`src/rtl/ivpm_regs.vh`:
```
/*
  Constants of the vectored interrupt source map: source count, priority
  indices and vector table addresses.
  Assumes inclusion by bare name from the map's design files.
*/
`ifndef IVPM_REGS_VH
`define IVPM_REGS_VH

// Number of maskable request lines, indices 0 to 23
`define IVPM_NUM_SRC 24
`define IVPM_IDX_W 5
`define IVPM_VEC_W 16
// Sources counted including the software break, per package size
`define IVPM_SRC_SMALL 5'h18
`define IVPM_SRC_LARGE 5'h19
// Vector base: vector = base + 2 * index
`define IVPM_VEC_BASE 16'h0004
// Priority indices of the named sources
`define IVPM_PRI_LOW_VOLTAGE 5'h00
`define IVPM_PRI_PIN0 5'h01
`define IVPM_PRI_SERB_ERR 5'h07
`define IVPM_PRI_SERB_RX 5'h08
`define IVPM_PRI_SERB_TX 5'h09
`define IVPM_PRI_CSI_SERA_TX 5'h0A
`define IVPM_PRI_TIMER_H_ONE 5'h0B
`define IVPM_PRI_TIMER_H_ZERO 5'h0C
`define IVPM_PRI_EVA 5'h0D
`define IVPM_PRI_WIDE_A 5'h0E
`define IVPM_PRI_WIDE_B 5'h0F
`define IVPM_PRI_CONV 5'h10
`define IVPM_PRI_SERA_RX 5'h11
`define IVPM_PRI_WATCH_INT 5'h12
`define IVPM_PRI_EVB 5'h13
`define IVPM_PRI_KEY 5'h14
`define IVPM_PRI_WATCH_OVF 5'h15
`define IVPM_PRI_PIN6 5'h16
`define IVPM_PRI_TWO_WIRE 5'h17
// Vectors of pin 6 and two-wire, for reference; pin 6 holds base + 2 * index, 16'h0030, two-wire holds 16'h0034 where base + 2 * index gives 16'h0032
`define IVPM_VEC_PIN6 16'h0030
`define IVPM_VEC_TWO_WIRE 16'h0034

`endif

```
`src/rtl/ivpm_map.v`:
```
/*
  Vectored interrupt source map: gathers peripheral and pin request
  pulses into pending flags, selects the lowest pending index and hands
  its vector address to the core on acknowledge.
  Assumes request inputs are synchronous one-cycle or level pulses and
  that masking and priority groups are handled outside.
  Assumes the core holds its acknowledge only while it wants a vector;
  a held acknowledge drains one flag per enabled edge.
  Assumes clk_en_in is common to every source, so a frozen map misses
  nothing that a frozen peripheral would have raised.
*/
`timescale 1ns/100ps
`include "ivpm_regs.vh"

// Notes on behaviour
// - 24 sources small, 25 largest package.
// - Pins 0-5 at 1-6, pin 6 at 22.
// - Serial B receive error at index 7.
// - Serial B receive done at index 8.
// - Serial B transmit done at index 9.
// - Clocked serial and serial A tx share 10.
// - Timer H one match at index 11.
// - Timer H zero match at index 12.
// - Event counter A match at index 13.
// - Wide timer channel A at index 14.
// - Wide timer channel B at index 15.
// - Conversion done at index 16.
// - Serial A rx done or error share 17.
// - Watch interval 18, watch overflow 21.
// - Event counter B match at index 19.
// - Simultaneous requests served lowest index first.
// - Two-wire or muldiv done share 23.
module ivpm_map #(
  parameter LARGE_PKG = 1'b1
) (
  // Clock, reset and the freeze control
  input wire sys_clk_in,
  input wire rst_n_in,
  input wire clk_en_in,
  // Supply monitor and external pin edges
  input wire low_voltage_irq_in,
  input wire [6:0] pin_edge_irq_in,
  // Second asynchronous serial channel
  input wire serial_b_rx_error_irq_in,
  input wire serial_b_rx_done_irq_in,
  input wire serial_b_tx_done_irq_in,
  // Clocked serial end and first channel transmit end, one shared flag
  input wire clocked_serial_done_irq_in,
  input wire serial_a_tx_done_irq_in,
  // Timer and counter matches
  input wire timer_h_one_match_irq_in,
  input wire timer_h_zero_match_irq_in,
  input wire event_counter_a_match_irq_in,
  input wire wide_timer_chan_a_irq_in,
  input wire wide_timer_chan_b_irq_in,
  // Converter, first channel receive and watch timer interval
  input wire conversion_done_irq_in,
  input wire serial_a_rx_irq_in,
  input wire watch_interval_irq_in,
  // Counter B, key inputs and watch timer overflow
  input wire event_counter_b_match_irq_in,
  input wire key_input_irq_in,
  input wire watch_overflow_irq_in,
  // Two-wire end and multiply/divide end, one shared flag
  input wire two_wire_done_irq_in,
  input wire muldiv_done_irq_in,
  // Core side of the vector handshake
  input wire ack_in,
  output wire irq_req_out,
  output reg [`IVPM_IDX_W-1:0] req_idx_ff_out,
  output reg [`IVPM_VEC_W-1:0] vec_addr_ff_out,
  output reg vec_valid_ff_out,
  output wire [`IVPM_IDX_W-1:0] src_count_out,
  output wire [`IVPM_NUM_SRC-1:0] pending_out
);

  reg [`IVPM_NUM_SRC-1:0] pend_ff;
  reg [`IVPM_NUM_SRC-1:0] raw_req;
  reg [`IVPM_NUM_SRC-1:0] clr_mask;
  reg [`IVPM_NUM_SRC-1:0] nxt_pend;
  wire pick_any;
  wire [`IVPM_IDX_W-1:0] pick_idx;
  wire [`IVPM_VEC_W-1:0] pick_vec;
  wire ack_take;
  wire [6:0] pin_hit;
  genvar g;

  // One gate per pin; only pin 6 depends on the package, since its pad
  // is missing on the smaller ones and a floating line must not count
  generate
    for (g = 0; g < 7; g = g + 1)
    begin : g_pin
      if (g == 6)
      begin : g_gated
        assign pin_hit[g] = pin_edge_irq_in[g] & LARGE_PKG;
      end
      else
      begin : g_plain
        assign pin_hit[g] = pin_edge_irq_in[g];
      end
    end
  endgenerate

  // Source count including the software break
  assign src_count_out = LARGE_PKG ? `IVPM_SRC_LARGE : `IVPM_SRC_SMALL;

  // Route each source line to its priority index
  always @*
  begin
    raw_req = {`IVPM_NUM_SRC{1'b0}};
    // Supply monitor takes the top slot
    raw_req[`IVPM_PRI_LOW_VOLTAGE] = low_voltage_irq_in;
    // Pins 0 to 5 sit on consecutive slots just below it
    raw_req[`IVPM_PRI_PIN0 + 0] = pin_hit[0];
    raw_req[`IVPM_PRI_PIN0 + 1] = pin_hit[1];
    raw_req[`IVPM_PRI_PIN0 + 2] = pin_hit[2];
    raw_req[`IVPM_PRI_PIN0 + 3] = pin_hit[3];
    raw_req[`IVPM_PRI_PIN0 + 4] = pin_hit[4];
    raw_req[`IVPM_PRI_PIN0 + 5] = pin_hit[5];
    // Pin 6 was added late and sits far down the order
    raw_req[`IVPM_PRI_PIN6] = pin_hit[6];
    // Second serial channel: error ahead of data so it is seen first
    raw_req[`IVPM_PRI_SERB_ERR] = serial_b_rx_error_irq_in;
    raw_req[`IVPM_PRI_SERB_RX] = serial_b_rx_done_irq_in;
    raw_req[`IVPM_PRI_SERB_TX] = serial_b_tx_done_irq_in;
    // Shared flag: the handler must poll both units to tell them apart
    raw_req[`IVPM_PRI_CSI_SERA_TX] = clocked_serial_done_irq_in
      | serial_a_tx_done_irq_in;
    // Timer and counter matches
    raw_req[`IVPM_PRI_TIMER_H_ONE] = timer_h_one_match_irq_in;
    raw_req[`IVPM_PRI_TIMER_H_ZERO] = timer_h_zero_match_irq_in;
    raw_req[`IVPM_PRI_EVA] = event_counter_a_match_irq_in;
    raw_req[`IVPM_PRI_WIDE_A] = wide_timer_chan_a_irq_in;
    raw_req[`IVPM_PRI_WIDE_B] = wide_timer_chan_b_irq_in;
    // Converter end
    raw_req[`IVPM_PRI_CONV] = conversion_done_irq_in;
    // First channel receive: done and error already merged upstream
    raw_req[`IVPM_PRI_SERA_RX] = serial_a_rx_irq_in;
    // Watch timer: interval and overflow are separate slots
    raw_req[`IVPM_PRI_WATCH_INT] = watch_interval_irq_in;
    raw_req[`IVPM_PRI_WATCH_OVF] = watch_overflow_irq_in;
    raw_req[`IVPM_PRI_EVB] = event_counter_b_match_irq_in;
    // Key inputs
    raw_req[`IVPM_PRI_KEY] = key_input_irq_in;
    // Shared last slot; the handler polls both units
    raw_req[`IVPM_PRI_TWO_WIRE] = two_wire_done_irq_in | muldiv_done_irq_in;
  end

  // An acknowledge only counts while something is on offer
  assign ack_take = ack_in & pick_any;

  // Picker works on pending flags only, so a new request waits one cycle
  ivpm_pick #(
    .N(`IVPM_NUM_SRC)
  ) u_pick (
    .req_in(pend_ff),
    .any_out(pick_any),
    .idx_out(pick_idx),
    .vec_out(pick_vec)
  );

  // Acknowledge clears the served flag; a fresh request in the same cycle wins
  always @*
  begin
    clr_mask = {`IVPM_NUM_SRC{1'b0}};
    if (ack_take)
    begin
      clr_mask[pick_idx] = 1'b1;
    end
    // Set after clear: an event in the acknowledge cycle is not lost
    nxt_pend = (pend_ff & ~clr_mask) | raw_req;
  end

  // Pending flags; a frozen clock enable holds them untouched
  always @(posedge sys_clk_in or negedge rst_n_in)
  begin
    if (!rst_n_in)
    begin
      pend_ff <= {`IVPM_NUM_SRC{1'b0}};
    end
    else if (clk_en_in)
    begin
      pend_ff <= nxt_pend;
    end
  end

  // One-cycle strobe telling the core the vector below is fresh
  always @(posedge sys_clk_in or negedge rst_n_in)
  begin
    if (!rst_n_in)
    begin
      vec_valid_ff_out <= 1'b0;
    end
    else if (clk_en_in)
    begin
      vec_valid_ff_out <= ack_take;
    end
  end

  // Index and vector stand until the next accepted acknowledge, so a
  // slow core may read them late without a hold request
  always @(posedge sys_clk_in or negedge rst_n_in)
  begin
    if (!rst_n_in)
    begin
      req_idx_ff_out <= 5'h00;
      vec_addr_ff_out <= 16'h0000;
    end
    else if (clk_en_in && ack_take)
    begin
      req_idx_ff_out <= pick_idx;
      vec_addr_ff_out <= pick_vec;
    end
  end

  // Request level and flags go out straight, so the core sees a new
  // source one cycle after it fires

  assign irq_req_out = pick_any;
  assign pending_out = pend_ff;

endmodule // ivpm_map

```
`src/rtl/ivpm_pick.v`:
```
/*
  Fixed-priority picker: lowest set index of a request vector, with its
  vector table address.
  Assumes a purely combinational use by the map top.
*/
`timescale 1ns/100ps
`include "ivpm_regs.vh"

module ivpm_pick #(
  parameter N = `IVPM_NUM_SRC
) (
  input wire [N-1:0] req_in,
  output reg any_out,
  output reg [`IVPM_IDX_W-1:0] idx_out,
  output wire [`IVPM_VEC_W-1:0] vec_out
);

  // Vector address from index, base plus twice the index
  function [`IVPM_VEC_W-1:0] ivpm_vec_of;
    input [`IVPM_IDX_W-1:0] idx;
    begin
      ivpm_vec_of = `IVPM_VEC_BASE + {10'h000, idx, 1'b0};
    end
  endfunction

  integer i;

  // Scan downwards so the lowest index wins last
  always @*
  begin
    any_out = 1'b0;
    idx_out = 5'h00;
    for (i = N - 1; i >= 0; i = i - 1)
    begin
      if (req_in[i])
      begin
        any_out = 1'b1;
        idx_out = i[`IVPM_IDX_W-1:0];
      end
    end
  end

  assign vec_out = ivpm_vec_of(idx_out);

endmodule // ivpm_pick

```
`config.mk`:
```
export PLATFORM = sky130hd
export DESIGN_NAME = ivpm_map
export DESIGN_NICKNAME = d
export VERILOG_FILES = /design/src/rtl/ivpm_map.v /design/src/rtl/ivpm_pick.v
export VERILOG_INCLUDE_DIRS = /design/src /design/src/rtl
export SDC_FILE = /design/constraint.sdc
export NUM_CORES = 1
export LEC_CHECK = 0
export BUFFER_PORTS_ARGS = -buffer_cell sky130_fd_sc_hd__buf_2
export CAP_MARGIN = 20
export CORE_UTILIZATION = 55
export CTS_CLUSTER_DIAMETER = 40
export DETAILED_ROUTE_END_ITERATION = 10
export GPL_ROUTABILITY_DRIVEN = 0
export HOLD_SLACK_MARGIN = 0.03
export PLACE_DENSITY_LB_ADDON = 0.25
export SYNTH_ARGS = -nofsm -noshare
export SYNTH_HDL_FRONTEND = slang
export SYNTH_HIERARCHICAL = 1
export SYNTH_SLANG_ARGS = --single-unit
export TNS_END_PERCENT = 30
```
`constraint.sdc`:
```
create_clock -name sys_clk_in -period 5.9 [get_ports sys_clk_in]
set_input_delay 0.885 -clock sys_clk_in [delete_from_list [all_inputs] [get_ports sys_clk_in]]
set_output_delay 0.885 -clock sys_clk_in [all_outputs]
set_load 0.02 [all_outputs]
```
==> results.md <==
* WL per Instance at 15.41 microns
* Met2 Usage GRT at 41.14%
* Minimum clock period at 2782 ps
* Largest net degree at the start of global routing at 47
* Std cell rows at 23
* Synthesized area at 2460 sq um
* Number of remaining DRC errors at 0
* Die area at 4744 sq um
* Leak at around 1.3 nW
* H-tree levels at 2
* Cell variety after synth at 45
* Initial antenna violation count at 0
* Slew @ Worst Pin at between 900 and 1000 ps
* M1 GR Usage at 37.84%
* Final hold slack at 505.4 ps
* HP Class: reg2reg
* Post-CTS setup buffer count at 0
* Post-synth EDFFs at 0
* RSZ-0062 raised after global routing: no
* Core footprint at 4144 sq um
* Met3 global-route usage at under 10%
* Cell area after layout at 2928 sq um
* Via count at 2029
* Slowest CP cell: dfrtp_1
* Worst path required time at 5020 ps
* Peak supply drop at 0.1638 mV
* Die height at about 69 microns
* Setup violators final at 0
* CP Launch Type: flop
* Worst Setup End Kind: output port
* Kind of critical path: reg2out
* Critical path's top delay family: simple AND/OR/NAND/NOR gates
* Clock Pin Slew Worst Setup and Hold Paths at 80 ps
* Nets at 345
* Antenna Violating Nets Remaining at 0
* HPWL after detailed placement at 3962 microns
* Die Wd at 68.88 microns
* Ant diodes at 0
* Clock Path Buffers at 2
* Buf/Inv on CP at 2
* First-pass GRT wire length at 9156 microns
* Status: completed
* Arr. time, crit path at 1900 ps
* Final WL at 5626 microns
* TNS Setup at 0 ps
* Sink Count at 46
* Share of layout cells above drive strength 1 at between 30 and 40%
* CTS tree: built
* Asr flop ratio synth at 100.0%
* GRT Max-Usage Layer: met2
* Fill cells at 333
* Crit Path Max Fanout at 6
* Fmax at 0.3595 GHz
* Iter 0 DRT Violations at 180
* Top FF cell, synth: dfrtp_1
* Max cap viols at 0
* Synth warn at 6
* Vias in the first global route at 1907
* Sequential area share after synthesis at 46.80%
* #FFs+latches synth at between 40 and 50
* Post-CTS Resized at 0
* Max-slew headroom at 34.09%
* Post-CTS Hold Buffers at 0
* Final number of hold-violating endpoints at 0
* I/O Buffers at 76
* Global Route Usage Sum at between 20% and 30%
* Final Cycle Share at 47.14%
* Gr ovfl total at 0
* CP max stage delay at 440 ps
* TritonRoute pass-1 iters at 4
* Initial Utilization at a little under 60%
* Post-Syn Area per Cell at between 10 and 15 sq um
* Worst-case clock skew at slightly above 7 ps
* DP Area at between 2000 and 3000 sq um
* Dpl ws at 3237 ps
* I/O pin count at 82
* Root Buffer: clkbuf_8
* PwrDens at 242.5 nW/um^2
* Final WS setup at 3118 ps
* Worst path cell trace: nor4_2 > nand3_1 > inv_1 > nand3_1 > buf_2
* Post-Syn Instances at around 240
* Most frequent CP cell: nand3_1
* Clk_lat worst skew at 300 ps
* TritonCTS buffer count at 5
* Vias per cell at 5.559
* Fin. max-slew vios at 0
* P&R area growth vs syn at 19.02%
==> worst register-to-register path: cells and delay by family (launching register included) <==
kind                   cells  cell delay, ps
AOI/OAI and AO/OA          3             690
and+or+nand+nor            3            1080
DFF                        1             460
buffers and inverters      2             340
==> layer usage <==
layer  vias up  share of wire (%)
li1        984                  -
met1       956                 45
met2        83                 48
met3         6                6.4
met4         0               0.92
met5         -                  0
==> cell type report <==
| cell class | count | area, sq um | area share (%) |
|---|---|---|---|
| inverters | 6 | 22.52 | 0.7692 |
| well taps | 50 | 62.56 | 2.137 |
| multi-input cells | 176 | 1159 | 39.57 |
| flip-flops and latches | 46 | 1151 | 39.32 |
| clock buffers | 6 | 72.57 | 2.479 |
| clock inverters | 2 | 37.54 | 1.282 |
| repair buffers | 79 | 422.9 | 14.44 |
==> synth_stat cells (2+ instances only) <==
cell type	number	area, sq um
nand2_1	44	165.2
nor3_1	3	15.01
nand4_1	2	12.51
nor2_1	11	41.29
mux2_2	20	225.2
nor2b_1	3	18.77
o21ai_0	10	50.05
o211ai_1	2	15.01
nor4_1	2	12.51
conb_1	3	11.26
o41ai_1	7	61.31
inv_1	6	22.52
and3_1	2	12.51
nor4bb_1	2	20.02
a22o_1	5	43.79
or4_1	2	15.01
nor4_4	3	63.81
dfrtp_1	46	1151
nand2b_1	5	31.28
o21bai_1	3	22.52
buf_2	6	30.03
o31ai_1	10	75.07
nand3_1	5	25.02
buf_4	18	135.1
clkbuf_1	2	7.510
==> where the power goes <==
part	switching (mW)	internal [mW]	total, mW
clock network	0.105	0.126	0.231
registers	0.0145	0.337	0.351
logic	0.0788	0.0486	0.127
total	0.198	0.512	0.710
==> registers in the layout, indices dropped and copies added (netlist names) <==
| signal | count |
|---|---|
| req_idx_ff_out | 5 |
| vec_addr_ff_out | 16 |
| pending_out | 24 |
| vec_valid_ff_out | 1 |
==> final timing paths <==
path,startpoint,to,slack [ps],cells past startpoint
max,pending_out[3]$_DFFE_PN0P_,irq_req_out,3120,5
min,req_idx_ff_out[1]$_DFFE_PN0P_,req_idx_ff_out[1]$_DFFE_PN0P_,510,2
max in group asynchronous,rst_n_in,pending_out[6]$_DFFE_PN0P_,4830,2
max reg2reg,pending_out[11]$_DFFE_PN0P_,pending_out[8]$_DFFE_PN0P_,3220,8
min in group asynchronous,rst_n_in,vec_addr_ff_out[15]$_DFFE_PN0P_,560,1
min reg2reg,req_idx_ff_out[1]$_DFFE_PN0P_,req_idx_ff_out[1]$_DFFE_PN0P_,510,2
==> per-stage QoR <==
stage	util (%)	power, mW	std cells
after floorplan	-	0.4438	255
after global placement	67.33	0.4793	356
after detailed placement	67.33	0.4829	356
after CTS	69.99	0.7146	364
after global routing	70.65	0.7467	365
final	70.65	0.7099	365
==> cell usage in the layout, fill, tap and decap left out, drive strengths merged, types with 5 or more instances in the layout <==
cell and instances:
mux2 20, clkbuf 6, nand3 5, nand2 44
buf 79, o41ai 7, nor2 11, o21ai 11
nor4 6, inv 6, dfrtp 46, a22o 5
conb 16, nand2b 5, o31ai 10
==> cell families (layout without fill, tap and decap cells) <==
logic type      after synthesis  after routing  synth area share [%]
fa+ha+maj                     1              1                0.5086
xor+xnor                      1              1                0.3561
compound gates               46             46                 13.89
mux                          20             20                 9.156
buf+inv                      33             93                 8.087
simple gates                 92             92                 20.75
flops                        46             46                 46.80
other cells                   3             16                0.4577
Note: power is estimated with default switching activity, not from simulation.
